--- config.mk ---
export PLATFORM = sky130hd
export DESIGN_NAME = dsg_gate_ctrl
export DESIGN_NICKNAME = d
export VERILOG_FILES = /design/src/design/dsg_pkg.sv /design/src/design/dsg_gate_ctrl.sv
export SDC_FILE = /design/constraint.sdc
export NUM_CORES = 1
export LEC_CHECK = 0
export BUFFER_PORTS_ARGS = -buffer_cell sky130_fd_sc_hd__buf_2
export CELL_PAD_IN_SITES_DETAIL_PLACEMENT = 2
export CELL_PAD_IN_SITES_GLOBAL_PLACEMENT = 2
export CORE_MARGIN = 2
export CORE_UTILIZATION = 18
export CTS_BUF_LIST = sky130_fd_sc_hd__clkbuf_16
export DETAILED_ROUTE_END_ITERATION = 6
export PLACE_DENSITY = 0.93
export SYNTH_ARGS = -nofsm -noshare
export SYNTH_HDL_FRONTEND = slang
export SYNTH_SLANG_ARGS = --single-unit
--- constraint.sdc ---
create_clock -name clk -period 2.36 [get_ports clk]
set_input_delay 0.236 -clock clk [delete_from_list [all_inputs] [get_ports clk]]
set_output_delay 0.236 -clock clk [all_outputs]
set_load 0.01 [all_outputs]
--- src/design/dsg_pkg.sv ---
// package: register map, field layout and carrier types for the deep-sleep gate block
package dsg_pkg;
   // ****************************************
   // register map
   // ****************************************
   localparam logic [11:0] SOFT_RESET_CTRL_0_OFS = 12'h040;
   localparam logic [11:0] DEEP_SLEEP_PORT_CLOCK_GATE_OFS = 12'h128;
   localparam logic [31:0] SOFT_RESET_CTRL_0_RST = 32'h00000000;
   localparam logic [31:0] DEEP_SLEEP_PORT_CLOCK_GATE_RST = 32'h00000000;
   localparam logic [31:0] BUS_FAULT_DATA = 32'h00000000;

   // ****************************************
   // fields
   // ****************************************
   localparam int PORT_COUNT = 5;
   localparam int WATCHDOG_RESET_BIT = 3;

   // ****************************************
   // types
   // ****************************************
   typedef enum logic [1:0] {
      DSG_RUN = 2'h0,
      DSG_SLEEP = 2'h1,
      DSG_DEEP = 2'h3
   } dsg_power_mode_t;

   typedef struct packed {
      logic read;
      logic write;
      logic [11:0] address;
      logic [3:0] byteenable;
      logic [31:0] writedata;
   } dsg_avm_req_t;

   typedef struct packed {
      logic waitrequest;
      logic readdatavalid;
      logic [1:0] response;
      logic [31:0] readdata;
   } dsg_avm_rsp_t;

   localparam logic [1:0] AVM_RESP_OKAY = 2'h0;
   localparam logic [1:0] AVM_RESP_SLVERR = 2'h2;
   localparam logic [1:0] AVM_RESP_DECERR = 2'h3;
endpackage : dsg_pkg

--- src/design/dsg_gate_ctrl.sv ---
// deep-sleep port clock gate and watchdog software reset control
// ****************************************
// Notes on behaviour
// - bits 4..0 of deep-sleep gate enable ports E..A during deep-sleep
// - access to a gated-off unit answers with a bus fault
// - gate and reset registers reset to all zeros
// - applied enables come from run, sleep or deep-sleep register per mode
// - sleep registers apply only while auto clock gating is selected
// - reserved bits are read-only and read as zero
// - bit 3 of software reset register is read/write watchdog reset control
// - software reset writes are masked by the capability register
// ****************************************
//
// Local design decision: register access over Avalon-MM.
`timescale 1ns/1ps
module dsg_gate_ctrl #(
   parameter int NUM_PORTS = 5
) (
   input wire logic clk,
   input wire logic rst_b,
   input wire dsg_pkg::dsg_avm_req_t avmReq,
   output dsg_pkg::dsg_avm_rsp_t avmRsp,
   input wire dsg_pkg::dsg_power_mode_t powerMode,
   input wire logic auto_clock_gating_select,
   input wire logic [NUM_PORTS-1:0] run_port_clock_gate,
   input wire logic [NUM_PORTS-1:0] sleep_port_clock_gate,
   input wire logic [31:0] capability_mask_one,
   input wire logic [NUM_PORTS-1:0] portAccess,
   output logic [NUM_PORTS-1:0] portClockEnable,
   output logic [NUM_PORTS-1:0] portBusFault,
   output logic watchdogReset
);
   import dsg_pkg::*;

   // ****************************************
   // registers
   // ****************************************
   logic [NUM_PORTS-1:0] deep_sleep_port_clock_gate;
   logic watchdog_reset_bit;
   logic accessDone;

   // ****************************************
   // bus decode
   // ****************************************
   // one wait cycle, then complete; the done flag raises waitrequest again
   wire reqActive = avmReq.read | avmReq.write;
   wire accept = reqActive & ~accessDone;
   wire hitGate = avmReq.address == DEEP_SLEEP_PORT_CLOCK_GATE_OFS;
   wire hitReset = avmReq.address == SOFT_RESET_CTRL_0_OFS;
   wire mapped = hitGate | hitReset;
   wire doWrite = accept & avmReq.write & mapped;
   wire gateWrite = doWrite & hitGate & avmReq.byteenable[0];
   wire resetWrite = doWrite & hitReset & avmReq.byteenable[0];
   wire maskedWdog = capability_mask_one[WATCHDOG_RESET_BIT];
   wire [NUM_PORTS-1:0] next_gate = avmReq.writedata[NUM_PORTS-1:0];
   wire next_wdog = maskedWdog ? avmReq.writedata[WATCHDOG_RESET_BIT] : watchdog_reset_bit;
   logic [31:0] gateRead;
   logic [31:0] resetRead;
   always_comb begin
      gateRead = DEEP_SLEEP_PORT_CLOCK_GATE_RST;
      gateRead[NUM_PORTS-1:0] = deep_sleep_port_clock_gate;
      resetRead = SOFT_RESET_CTRL_0_RST;
      resetRead[WATCHDOG_RESET_BIT] = watchdog_reset_bit;
   end
   wire [31:0] next_readdata = hitGate ? gateRead : (hitReset ? resetRead : BUS_FAULT_DATA);
   wire [1:0] next_response = mapped ? AVM_RESP_OKAY : AVM_RESP_DECERR;

   // ****************************************
   // power mode decode
   // ****************************************
   // without auto gating the run register holds in every mode
   wire useSleepRegs = auto_clock_gating_select;
   wire modeRun = powerMode == DSG_RUN;
   wire modeSleep = powerMode == DSG_SLEEP;
   // the unused mode code falls through to deep-sleep, the lower-power choice
   wire modeDeep = !modeRun && !modeSleep;
   wire pickRun = !useSleepRegs || modeRun;
   wire pickSleep = useSleepRegs && modeSleep;
   wire pickDeep = useSleepRegs && modeDeep;

   // ****************************************
   // per-port gate selection and fault
   // ****************************************
   wire [NUM_PORTS-1:0] next_enable;
   wire [NUM_PORTS-1:0] next_fault;
   genvar port;
   generate
      for (port = 0; port < NUM_PORTS; port = port + 1) begin : g_port
         wire runBit = run_port_clock_gate[port];
         wire sleepBit = sleep_port_clock_gate[port];
         wire deepBit = deep_sleep_port_clock_gate[port];
         wire selRun = pickRun & runBit;
         wire selSleep = pickSleep & sleepBit;
         wire selDeep = pickDeep & deepBit;
         // a gated port cannot answer, so the access is refused here
         wire gatedOff = ~portClockEnable[port];
         assign next_enable[port] = selRun | selSleep | selDeep;
         assign next_fault[port] = portAccess[port] & gatedOff;
      end
   endgenerate

   // ****************************************
   // deep-sleep gate register
   // ****************************************
   always_ff @(posedge clk or negedge rst_b) begin
      if (!rst_b) begin
         deep_sleep_port_clock_gate <= '0;
      end else if (gateWrite) begin
         deep_sleep_port_clock_gate <= next_gate;
      end
   end

   // ****************************************
   // software reset register
   // ****************************************
   // only the watchdog bit exists; the rest is reserved and never stored
   always_ff @(posedge clk or negedge rst_b) begin
      if (!rst_b) begin
         watchdog_reset_bit <= 1'b0;
      end else if (resetWrite) begin
         watchdog_reset_bit <= next_wdog;
      end
   end

   // ****************************************
   // bus answer
   // ****************************************
   always_ff @(posedge clk or negedge rst_b) begin
      if (!rst_b) begin
         accessDone <= 1'b0;
         avmRsp <= '{waitrequest: 1'b1, readdatavalid: 1'b0,
                     response: AVM_RESP_OKAY, readdata: '0};
      end else begin
         accessDone <= accept;
         avmRsp.waitrequest <= ~accept;
         avmRsp.readdatavalid <= accept & avmReq.read;
         if (accept) begin
            avmRsp.response <= next_response;
            avmRsp.readdata <= avmReq.read ? next_readdata : BUS_FAULT_DATA;
         end
      end
   end

   // ****************************************
   // outputs to gated units
   // ****************************************
   // applied enables lag the selection by one cycle
   always_ff @(posedge clk or negedge rst_b) begin
      if (!rst_b) begin
         portClockEnable <= '0;
      end else begin
         portClockEnable <= next_enable;
      end
   end

   // fault follows each refused access cycle one cycle later and stays high while the access is refused
   always_ff @(posedge clk or negedge rst_b) begin
      if (!rst_b) begin
         portBusFault <= '0;
      end else begin
         portBusFault <= next_fault;
      end
   end

   // watchdog stays held while the control bit is set
   always_ff @(posedge clk or negedge rst_b) begin
      if (!rst_b) begin
         watchdogReset <= 1'b0;
      end else begin
         watchdogReset <= watchdog_reset_bit;
      end
   end
endmodule : dsg_gate_ctrl

==> results of run 1 <==
cells in the final DEF (no fill, tap or decap):
master / Yosys / routed
dfrtp_1: 25 / 25
o22ai_1: 6 / 6
nor3_1: 1 / 1
o21ai_0: 6 / 6
dlygate4sd3_1: 0 / 1
o21bai_1: 1 / 1
nand2_1: 2 / 2
or4_4: 3 / 3
conb_1: 1 / 27
nor2b_1: 5 / 5
nand2b_1: 1 / 1
mux2_2: 1 / 1
buf_2: 0 / 60
mux2_4: 5 / 5
clkbuf_16: 0 / 3
nand3b_1: 6 / 6
dfstp_2: 1 / 1
buf_4: 28 / 1
a22o_1: 5 / 5
or4b_2: 1 / 1
a211oi_1: 1 / 1
a21oi_1: 5 / 5
nand4b_1: 2 / 2
inv_1: 5 / 6
nor4_1: 2 / 2
layer usage:
layer / track usage, % / share of wire (%) / routed length, microns / vias up
li1: - / - / - / 474
met1: 9.21 / 36 / 1290 / 513
met2: 17.7 / 56 / 2030 / 48
met3: 1.20 / 7.6 / 274 / 2
met4: 2.04 / 0.63 / 23 / 0
met5: 0 / 0 / 0 / -
stage by stage:
stage	hold slack (ns)	setup WS (ns)	area, sq um
after floorplan	-0.0596	0.512	1410
after global placement	0.257	0.417	1610
after detailed placement	0.269	0.407	1610
after CTS	0.197	0.680	1700
after global routing	0.201	0.652	1700
final	0.199	0.687	1700
critical path, stage by stage:
cell,delay [ns]
buf_2,0.10
or4_4,0.56
or4_4,0.60
mux2_4,0.32
logic make-up after synthesis:
group                  share of synthesized area [%]
and+or+nand+nor                                 12.9
AOI/OAI and AO/OA                               11.6
muxes                                           6.59
other                                          0.286
DFF                                             49.8
buffers and inverters                           18.9
final timing paths:
kind / start / endpoint / slack, ns
setup / recovery: avmReq[47] / deep_sleep_port_clock_gate[1]$_DFFE_PN0P_ / 0.69
hold / removal: portAccess[1] / portBusFault[1]$_DFF_PN0_ / 0.20
max in group asynchronous: rst_b / deep_sleep_port_clock_gate[3]$_DFFE_PN0P_ / 1.45
setup reg to reg: accessDone$_DFF_PN0_ / deep_sleep_port_clock_gate[1]$_DFFE_PN0P_ / 0.87
hold reg to reg: watchdog_reset_bit$_DFFE_PN0P_ / watchdogReset$_DFF_PN0_ / 0.41
min in group asynchronous: rst_b / avmRsp[1]$_DFFE_PN0N_ / 0.53
sequential cells by signal, indices dropped and copies added, names as in the netlist:
name	flops
avmRsp	8
deep_sleep_port_clock_gate	5
portBusFault	5
portClockEnable	5
accessDone	1
watchdogReset	1
watchdog_reset_bit	1
timing repair:
action,in CTS,in global routing
endpoints found under the setup margin,0,0
hold buffers,1,0
hold endpoints to repair,25,0
final cells by class:
type                    count  area, sq um  share of cell area, %
flip-flops and latches     26          652                   38.4
well taps                  99          124                   7.29
repair buffers             62          318                   18.7
clock buffers               3         75.1                   4.42
multi-input cells          80          508                   29.9
clock inverters             1         3.75                  0.221
inverters                   5         18.8                   1.10
power breakdown:
part           internal (W)  switching (W)
Clock              0.000227       0.000147
Combinational     0.0000595      0.0000905
Sequential         0.000470      0.0000100
Total              0.000756       0.000248
==> results.py, run 1 <==
metrics = {
    "global_routing": {
        "antenna_found_initial": 0,
        "track_usage_pct": 8.68,
        "grt_overflow_total": 0,
        "grt_max_degree": 27,
        "grt_pass1_wl_microns": 5290,
        "grt_pass1_vias": 1095,
    },
    "place": {
        "dp_hpwl_microns": 3020,
        "placed_cells": 271,
        "port_buffers": 60,
        "gp_congestion": 0.722,
    },
    "routing": {
        "drt-initial-drc-count": 32,
        "ant_nets": 0,
        "vias": 1037,
        "post-route-drc-count": 0,
        "wire_per_inst_microns": 13.1,
        "drtPass1Iterations": 3,
        "wl_microns": 3620,
        "via_per_inst": 3.76,
    },
    "worst_hold_path": {
        "worstHoldPathType": "in2reg",
        "holdPathStages": 2,
    },
    "sta": {
        "worstMarginPinSlew_ns": 0.739,
        "fin_skew_ns": 0.00367,
        "drv_slew": 0,
        "final-setup-viol-count": 0,
        "grt_setup_unrepaired": "false",
        "min_period_ns": 1.67,
        "tns_ns": 0,
        "slew_headroom_pct": 50.6,
        "clock.fmax_mhz": 598,
        "hold_viol_final": 0,
        "post-route-period-util_pct": 70.9,
    },
    "layout": {
        "syn2layout_area_growth_pct": 29.7,
        "drive_gt1_share_pct": 42.4,
        "stdcell_count": 276,
        "final_nets": 280,
        "fin_util_pct": 23.8,
        "diodes": 0,
        "fillers": 860,
    },
    "clocking": {
        "cts-buffers-inserted": 3,
        "cts_resized": 0,
        "cts-root-buf": "clkbuf_16",
        "clkSinkCount": 26,
        "htreeDepth": 1,
        "clkTransAtPathRegs_ns": 0.06,
        "clock_path_buffers": 2,
        "post_cts_buffers": 0,
        "worstSkewPairLatency_ns": 0.26,
        "cts_tree": "done",
    },
    "worst_setup_path": {
        "worstRegToRegCells": 3,
        "crit_type": "in2reg",
        "endpoint_kind": "flip-flop",
        "cp-start-kind": "input port",
        "path_max_fanout": 5,
        "crit_arrival_ns": 1.82,
        "worstPathRequired_ns": 2.51,
    },
    "pwr": {
        "totalPowerFinal_w": 0.00100,
        "vdd_drop_max_v": 0.000235,
        "p_per_area_nw_per_um2": 591,
        "leakagePower_nw": 0.881,
    },
    "synth": {
        "yosysWarnings": 0,
        "synth_top_area_share_pct": 47.8,
        "ys_seq_area_share_pct": 49.8,
        "yosysUniqueCellTypes": 24,
        "syn_area_per_cell_sq_um": 11.3,
        "synth.cell_area_sq_um": 1310,
        "synth_cells": 116,
        "synth.largest_area_cell": "dfrtp_1",
        "yosys-top-cells-area": "dfrtp_1 48%, buf_4 16%, mux2_4 5.7%",
        "synth_common_cells": "28 x buf_4, 25 x dfrtp_1, 6 x nand3b_1, 6 x o21ai_0, 6 x o22ai_1",
        "synth_edf_count": 0,
        "ys_ff_latch": 26,
        "synth_async_sr_flop_share_pct": 100,
        "yosys_most_used_dff": "dfrtp_1",
        "yosysMostFrequentCell": "buf_4",
    },
    "floorplanning": {
        "core.rowCount": 31,
        "core_sq_um": 7140,
        "die_area_sq_um": 7980,
        "die_height_microns": 89.3,
        "die_x_microns": 89.3,
        "pin_count": 149,
        "initial_core_util_pct": 18.4,
    },
    "status": {
        "status": "finished, final reports clean",
    },
    "run": {
        "drv_cap": 0,
    },
}
No activity file was read; power rests on OpenSTA's default activity.
==> inputs of run 2 (changes only) <==
--- a/config.mk
+++ b/config.mk
@@ -5,14 +5,15 @@
 export SDC_FILE = /design/constraint.sdc
 export NUM_CORES = 1
 export LEC_CHECK = 0
+export ABC_AREA = 1
 export BUFFER_PORTS_ARGS = -buffer_cell sky130_fd_sc_hd__buf_2
 export CELL_PAD_IN_SITES_DETAIL_PLACEMENT = 2
 export CELL_PAD_IN_SITES_GLOBAL_PLACEMENT = 2
 export CORE_MARGIN = 2
-export CORE_UTILIZATION = 18
+export CORE_UTILIZATION = 15
 export CTS_BUF_LIST = sky130_fd_sc_hd__clkbuf_16
 export DETAILED_ROUTE_END_ITERATION = 6
-export PLACE_DENSITY = 0.93
+export PLACE_DENSITY = 0.85
 export SYNTH_ARGS = -nofsm -noshare
 export SYNTH_HDL_FRONTEND = slang
 export SYNTH_SLANG_ARGS = --single-unit
==> constraint.sdc (replaced) <==
create_clock -name clk -period 1.4 [get_ports clk]
set_input_delay 0.14 -clock clk [delete_from_list [all_inputs] [get_ports clk]]
set_output_delay 0.14 -clock clk [all_outputs]
set_load 0.01 [all_outputs]
==> run 2 against run 1 <==
Core utilization shrank 3.6 points. Worst setup slack lost 0.41 ns. Clock-buffer cell count stayed put. Area after synthesis increased by 9.7%. Routed wire length up 15%. Die area is 30% higher. Critical path type is now reg2reg. Critical path depth increased by 2.
==> results.py, run 2 <==
metrics = {
    "worst_hold_path": {
        "holdPathStages": 3,
        "worstHoldPathType": "in2reg",
        "hold_end": "portBusFault[3]$_DFF_PN0_",
        "min_from": "portAccess[3]",
    },
    "clocking": {
        "htreeDepth": 1,
        "cts_resized": 0,
        "worstSkewPairLatency_ns": 0.26,
        "cts_tree": "done",
        "clkTransAtPathRegs_ns": 0.07,
        "clock_path_buffers": 2,
        "clkSinkCount": 26,
        "cts-buffers-inserted": 3,
        "cts-root-buf": "clkbuf_16",
    },
    "routing": {
        "ant_nets": 0,
        "drt-initial-drc-count": 18,
        "post-route-drc-count": 0,
        "wl_microns": 4180,
        "wire_per_inst_microns": 11.4,
        "via_per_inst": 3.40,
        "vias": 1242,
        "drtPass1Iterations": 3,
    },
    "floorplanning": {
        "core_sq_um": 9280,
        "die_height_microns": 102,
        "initial_core_util_pct": 15.5,
        "core.rowCount": 35,
        "die_area_sq_um": 10400,
        "pin_count": 149,
        "die_x_microns": 102,
    },
    "sta": {
        "grt_setup_unrepaired": "false",
        "clock.fmax_mhz": 892,
        "drv_slew": 0,
        "slew_headroom_pct": 59.4,
        "fin_skew_ns": 0.00506,
        "tns_ns": 0,
        "worstMarginPinSlew_ns": 0.609,
        "holdWs_ns": 0.0788,
        "min_period_ns": 1.12,
        "finalWorstSetupSlack_ns": 0.279,
        "hold_viol_final": 0,
        "final-setup-viol-count": 0,
        "post-route-period-util_pct": 80.1,
    },
    "place": {
        "port_buffers": 60,
        "pre_cts_ws_ns": 0.269,
        "dp_hpwl_microns": 3560,
        "gp_congestion": 0.675,
    },
    "worst_setup_path": {
        "r2r-start": "accessDone$_DFF_PN0_",
        "r2r_slack_ns": 0.28,
        "worstPathRequired_ns": 1.55,
        "worstRegToRegCells": 6,
        "cp-start-kind": "flip-flop",
        "r2r_end": "deep_sleep_port_clock_gate[2]$_DFFE_PN0P_",
        "endpoint_kind": "flip-flop",
        "crit_arrival_ns": 1.27,
        "path_max_fanout": 6,
        "crit_type": "reg2reg",
    },
    "status": {
        "status": "finished, final reports clean",
    },
    "layout": {
        "top_register": "avmRsp",
        "diodes": 0,
        "syn2layout_area_growth_pct": 30.5,
        "drive_gt1_share_pct": 33.9,
        "layout_commonest_cell": "buf_2",
        "layout_common_cells": "60 x buf_2, 55 x nand2_1, 27 x conb_1",
        "final_nets": 339,
        "largest_register_ffs": 8,
    },
    "global_routing": {
        "grt_max_degree": 27,
        "grt_overflow_total": 0,
        "track_usage_pct": 8.06,
        "grt_pass1_vias": 1316,
        "antenna_found_initial": 2,
        "grt_pass1_wl_microns": 6530,
    },
    "synth": {
        "synth_async_sr_flop_share_pct": 100,
        "yosysMostFrequentCell": "nand2_1",
        "synth_common_cells": "55 x nand2_1, 28 x buf_4, 25 x dfrtp_1",
        "synth.largest_area_cell": "dfrtp_1",
        "synth_top_area_share_pct": 43.5,
        "yosysUniqueCellTypes": 18,
        "ys_seq_area_share_pct": 45.3,
        "ys_ff_latch": 26,
        "synth.cell_area_sq_um": 1440,
        "syn_area_per_cell_sq_um": 8.31,
        "synth_edf_count": 0,
        "yosys-top-cells-area": "dfrtp_1 44%, buf_4 15%, nand2_1 14%",
        "yosysWarnings": 0,
        "yosys_most_used_dff": "dfrtp_1",
        "synth_cells": 173,
    },
    "pwr": {
        "vdd_drop_max_v": 0.000379,
        "p_per_area_nw_per_um2": 921,
        "leakagePower_nw": 1.05,
    },
    "run": {
        "drv_cap": 0,
    },
}
==> run 2: cell families (layout without fill, tap and decap cells) <==
kind of cell / count (synthesis) / count (layout) / synth area share [%]
compound gates: 5 / 5 / 2.78
simple gates: 94 / 94 / 32.0
buf+inv: 47 / 84 / 19.6
flops: 26 / 26 / 45.3
other cells: 1 / 27 / 0.261
==> run 2: worst max path at each step <==
stage	startpoint	endpoint	cells after the start	slack [ns]
final	accessDone$_DFF_PN0_	deep_sleep_port_clock_gate[2]$_DFFE_PN0P_	6	0.28
after global routing	accessDone$_DFF_PN0_	deep_sleep_port_clock_gate[2]$_DFFE_PN0P_	6	0.18
after CTS	accessDone$_DFF_PN0_	deep_sleep_port_clock_gate[2]$_DFFE_PN0P_	6	0.27
after detailed placement	avmReq[45]	deep_sleep_port_clock_gate[2]$_DFFE_PN0P_	7	0.27
after global placement	accessDone$_DFF_PN0_	deep_sleep_port_clock_gate[2]$_DFFE_PN0P_	6	0.32
after floorplan	accessDone$_DFF_PN0_	deep_sleep_port_clock_gate[3]$_DFFE_PN0P_	6	0.45
==> run 2: per-stage QoR <==
| step | util, % | power, W | cells | instance area [sq um] |
|---|---|---|---|---|
| finish | 20.2 | 0.00173 | 365 | 1880 |
| global route | 20.2 | 0.00181 | 365 | 1880 |
| CTS | 20.2 | 0.00176 | 365 | 1880 |
| detailed placement | 19.2 | 0.00111 | 360 | 1790 |
| global placement | 19.2 | 0.00110 | 360 | 1790 |
| floorplan | - | 0.00102 | 199 | 1540 |
==> run 2: final cells by class <==
cell class | count | area, sq um
fill | 1131 | 7410
sequential | 26 | 652
multi-input combinational | 126 | 602
timing repair buffer | 61 | 310
tap | 129 | 161
clock buffer | 3 | 75.1
inverter | 19 | 71.3
clock inverter | 1 | 3.75
==> run 2: power by group <==
| group | switching (W) | leakage, nW | total, W | internal [W] |
|---|---|---|---|---|
| combinational | 0.000184 | 0.685 | 0.000283 | 0.0000984 |
| clock | 0.000254 | 0.0385 | 0.000636 | 0.000382 |
| sequential | 0.0000169 | 0.328 | 0.000810 | 0.000793 |
| total | 0.000455 | 1.05 | 0.00173 | 0.00127 |
==> run 2: critical path, stage by stage (launching register included) <==
cell     delay [ns]
dfrtp_1        0.38
inv_2          0.06
nand3_1        0.08
inv_1          0.23
nand3_4        0.13
nand2_1        0.08
nand2_1        0.05
==> run 2: timing repair <==
item                       CTS  global route
hold endpoints to repair    25             0
buffers inserted             0             0
hold buffers                 1             0
setup endpoints to repair    0             0
==> run 2: layer usage <==
layer / global-route usage, % / wire [microns] / vias to the layer above / part of all wire (%)
met1: 8.99 / 1540 / 583 / 37
met3: 2.19 / 335 / 6 / 8.0
met4: 2.15 / 37 / 2 / 0.89
li1: - / - / 603 / -
met2: 15.0 / 2240 / 48 / 54
met5: 0 / 16 / - / 0.38
==> inputs of run 3 (changes only) <==
--- a/config.mk
+++ b/config.mk
@@ -5,7 +5,7 @@
 export SDC_FILE = /design/constraint.sdc
 export NUM_CORES = 1
 export LEC_CHECK = 0
-export ABC_AREA = 1
+export ABC_AREA = 0
 export BUFFER_PORTS_ARGS = -buffer_cell sky130_fd_sc_hd__buf_2
 export CELL_PAD_IN_SITES_DETAIL_PLACEMENT = 2
 export CELL_PAD_IN_SITES_GLOBAL_PLACEMENT = 2
@@ -13,7 +13,7 @@
 export CORE_UTILIZATION = 15
 export CTS_BUF_LIST = sky130_fd_sc_hd__clkbuf_16
 export DETAILED_ROUTE_END_ITERATION = 6
-export PLACE_DENSITY = 0.85
+export PLACE_DENSITY = 0.84
 export SYNTH_ARGS = -nofsm -noshare
 export SYNTH_HDL_FRONTEND = slang
 export SYNTH_SLANG_ARGS = --single-unit
==> constraint.sdc (replaced) <==
create_clock -name clk -period 1 [get_ports clk]
set_input_delay 0.1 -clock clk [delete_from_list [all_inputs] [get_ports clk]]
set_output_delay 0.1 -clock clk [all_outputs]
set_load 0.01 [all_outputs]
==> run 3 against run 2 <==
The run now ends with negative setup slack left. First-iteration DRC count grew 67%. Core utilization grew 2.4 points. Maximum frequency shrank 28%. Highest routed layer unchanged. Power grew 59%. Clock skew grew 0.00058 ns. Routed wire length shrank 4.7%. Die area shrank 8.5%. Clock-buffer cell count is the same. Flip-flop and latch count is the same. Sequential power grew 40%. Worst hold slack lost 0.018 ns.
==> results.py, run 3 (synthesis gave the netlist of run 1 again) <==
metrics = {
    "status": {
        "status": "finished, violations left",
        "violations": "negative setup slack",
    },
    "worst_setup_path": {
        "crit_family": "simple AND/OR/NAND/NOR gates",
        "path_max_fanout": 5,
        "r2r-start": "accessDone$_DFF_PN0_",
        "cp_slowest_cell": "or4_4",
        "crit_path_cell_trace": "nand3b_1 -> or4_4 -> mux2_4",
        "cp-start-kind": "flip-flop",
        "r2r_slack_ns": -0.55,
        "worstRegToRegCells": 3,
        "max_stage_delay_ns": 0.51,
        "endpoint_kind": "flip-flop",
        "worstPathRequired_ns": 1.14,
        "critPathBufInv": 0,
        "crit_type": "reg2reg",
        "r2r_end": "deep_sleep_port_clock_gate[0]$_DFFE_PN0P_",
        "crit_arrival_ns": 1.69,
    },
    "floorplanning": {
        "initial_core_util_pct": 15.2,
        "die_x_microns": 97.5,
        "die_height_microns": 97.5,
        "pin_count": 149,
        "die_area_sq_um": 9500,
        "core_sq_um": 8590,
        "core.rowCount": 34,
    },
    "place": {
        "gp_congestion": 0.758,
        "placed_cells": 288,
        "port_buffers": 60,
        "dp_hpwl_microns": 3180,
        "pre_cts_ws_ns": -0.753,
    },
    "global_routing": {
        "track_usage_pct": 7.84,
        "grt_overflow_total": 0,
        "grt_pass1_wl_microns": 5990,
        "grt_pass1_vias": 1169,
        "antenna_found_initial": 2,
        "grt_max_degree": 17,
    },
    "sta": {
        "post-route-period-util_pct": 155,
        "final-setup-viol-count": 14,
        "hold_viol_final": 0,
        "fin_skew_ns": 0.00564,
        "grt_setup_unrepaired": "true",
        "clock.fmax_mhz": 645,
        "drv_slew": 0,
        "finalWorstSetupSlack_ns": -0.550,
        "min_period_ns": 1.55,
    },
    "clocking": {
        "clkTransAtPathRegs_ns": 0.07,
        "htreeDepth": 1,
        "clock_path_buffers": 2,
        "cts-buffers-inserted": 3,
        "clkSinkCount": 26,
        "worstSkewPairLatency_ns": 0.26,
        "cts_tree": "done",
        "cts-root-buf": "clkbuf_16",
    },
    "worst_hold_path": {
        "min_from": "portAccess[4]",
        "worstHoldPathType": "in2reg",
        "hold_end": "portBusFault[4]$_DFF_PN0_",
        "holdPathStages": 2,
    },
    "routing": {
        "wl_microns": 3980,
        "wire_per_inst_microns": 13.3,
        "drtPass1Iterations": 3,
        "drt-initial-drc-count": 30,
        "via_per_inst": 3.66,
        "post-route-drc-count": 0,
        "ant_nets": 0,
        "vias": 1095,
    },
    "pwr": {
        "vdd_drop_max_v": 0.000576,
        "p_per_area_nw_per_um2": 1410,
        "leakagePower_nw": 0.986,
    },
    "layout": {
        "syn2layout_area_growth_pct": 48.4,
        "layout_common_cells": "55 x buf_2, 27 x conb_1, 25 x dfrtp_1",
        "layout_commonest_cell": "buf_2",
        "top_register": "avmRsp",
        "fin_util_pct": 22.6,
        "stdcell_count": 299,
        "final_nets": 293,
        "drive_gt1_share_pct": 48.9,
        "largest_register_ffs": 8,
        "fillers": 1003,
    },
    "run": {
        "drv_cap": 0,
    },
}
-- run 3: metal layers --
layer / up-vias / global-route usage, % / wire length [microns]
li1: 500 / - / -
met4: 2 / 2.67 / 62
met1: 543 / 8.61 / 1430
met5: - / 0 / 16
met2: 44 / 15.2 / 2210
met3: 6 / 1.15 / 269
-- run 3: area by class of cell --
type	count	area, sq um	share of cell area (%)
clock inverters	1	30.0	1.54
flip-flops and latches	26	652	33.5
clock buffers	3	75.1	3.86
diodes	1	2.50	0.129
well taps	108	135	6.95
repair buffers	75	474	24.4
inverters	5	18.8	0.965
multi-input cells	80	557	28.6
-- run 3: worst reg2reg max path, cell delays in order, from the launching register on --
cell and delay [ns]:
dfrtp_1 0.40, nand3b_1 0.20, or4_4 0.51, mux2_4 0.33
-- run 3: through the flow --
stage | power, W | hold WS [ns] | instance area (sq um) | TNS [ns]
2_1_floorplan | 0.00140 | -0.196 | 1410 | -5.19
3_3_place_gp | 0.00152 | 0.0115 | 1700 | -7.07
3_5_place_dp | 0.00154 | 0.0129 | 1700 | -7.42
4_1_cts | 0.00276 | 0.0593 | 1900 | -4.16
5_1_grt | 0.00287 | 0.0826 | 1940 | -5.16
6_report | 0.00274 | 0.0610 | 1940 | -4.49
-- run 3: worst max-delay path by stage --
stage / start / slack [ns] / end / cells after the start
after floorplan: avmReq[37] / -0.68 / deep_sleep_port_clock_gate[0]$_DFFE_PN0P_ / 4
after global placement: avmReq[37] / -0.72 / deep_sleep_port_clock_gate[2]$_DFFE_PN0P_ / 4
after detailed placement: avmReq[37] / -0.75 / deep_sleep_port_clock_gate[4]$_DFFE_PN0P_ / 4
after CTS: accessDone$_DFF_PN0_ / -0.51 / deep_sleep_port_clock_gate[0]$_DFFE_PN0P_ / 3
after global routing: accessDone$_DFF_PN0_ / -0.61 / deep_sleep_port_clock_gate[0]$_DFFE_PN0P_ / 3
final: accessDone$_DFF_PN0_ / -0.55 / deep_sleep_port_clock_gate[0]$_DFFE_PN0P_ / 3
-- run 3: report_power, final --
| part | internal, W | leakage [nW] | switching, W |
|---|---|---|---|
| registers | 0.00111 | 0.337 | 0.0000258 |
| clock network | 0.000795 | 0.0511 | 0.000350 |
| logic | 0.000218 | 0.598 | 0.000242 |
| total | 0.00212 | 0.986 | 0.000618 |
-- run 3: repair_timing --
| item | 4_1_cts | 5_1_grt |
|---|---|---|
| hold buffers | 1 | 0 |
| pin swaps | 4 | 5 |
| hold endpoints to repair | 10 | 0 |
| setup endpoints to repair | 12 | 15 |
| resized for setup | 12 | 6 |
| gates cloned | 1 | 0 |
| buffers inserted | 3 | 1 |
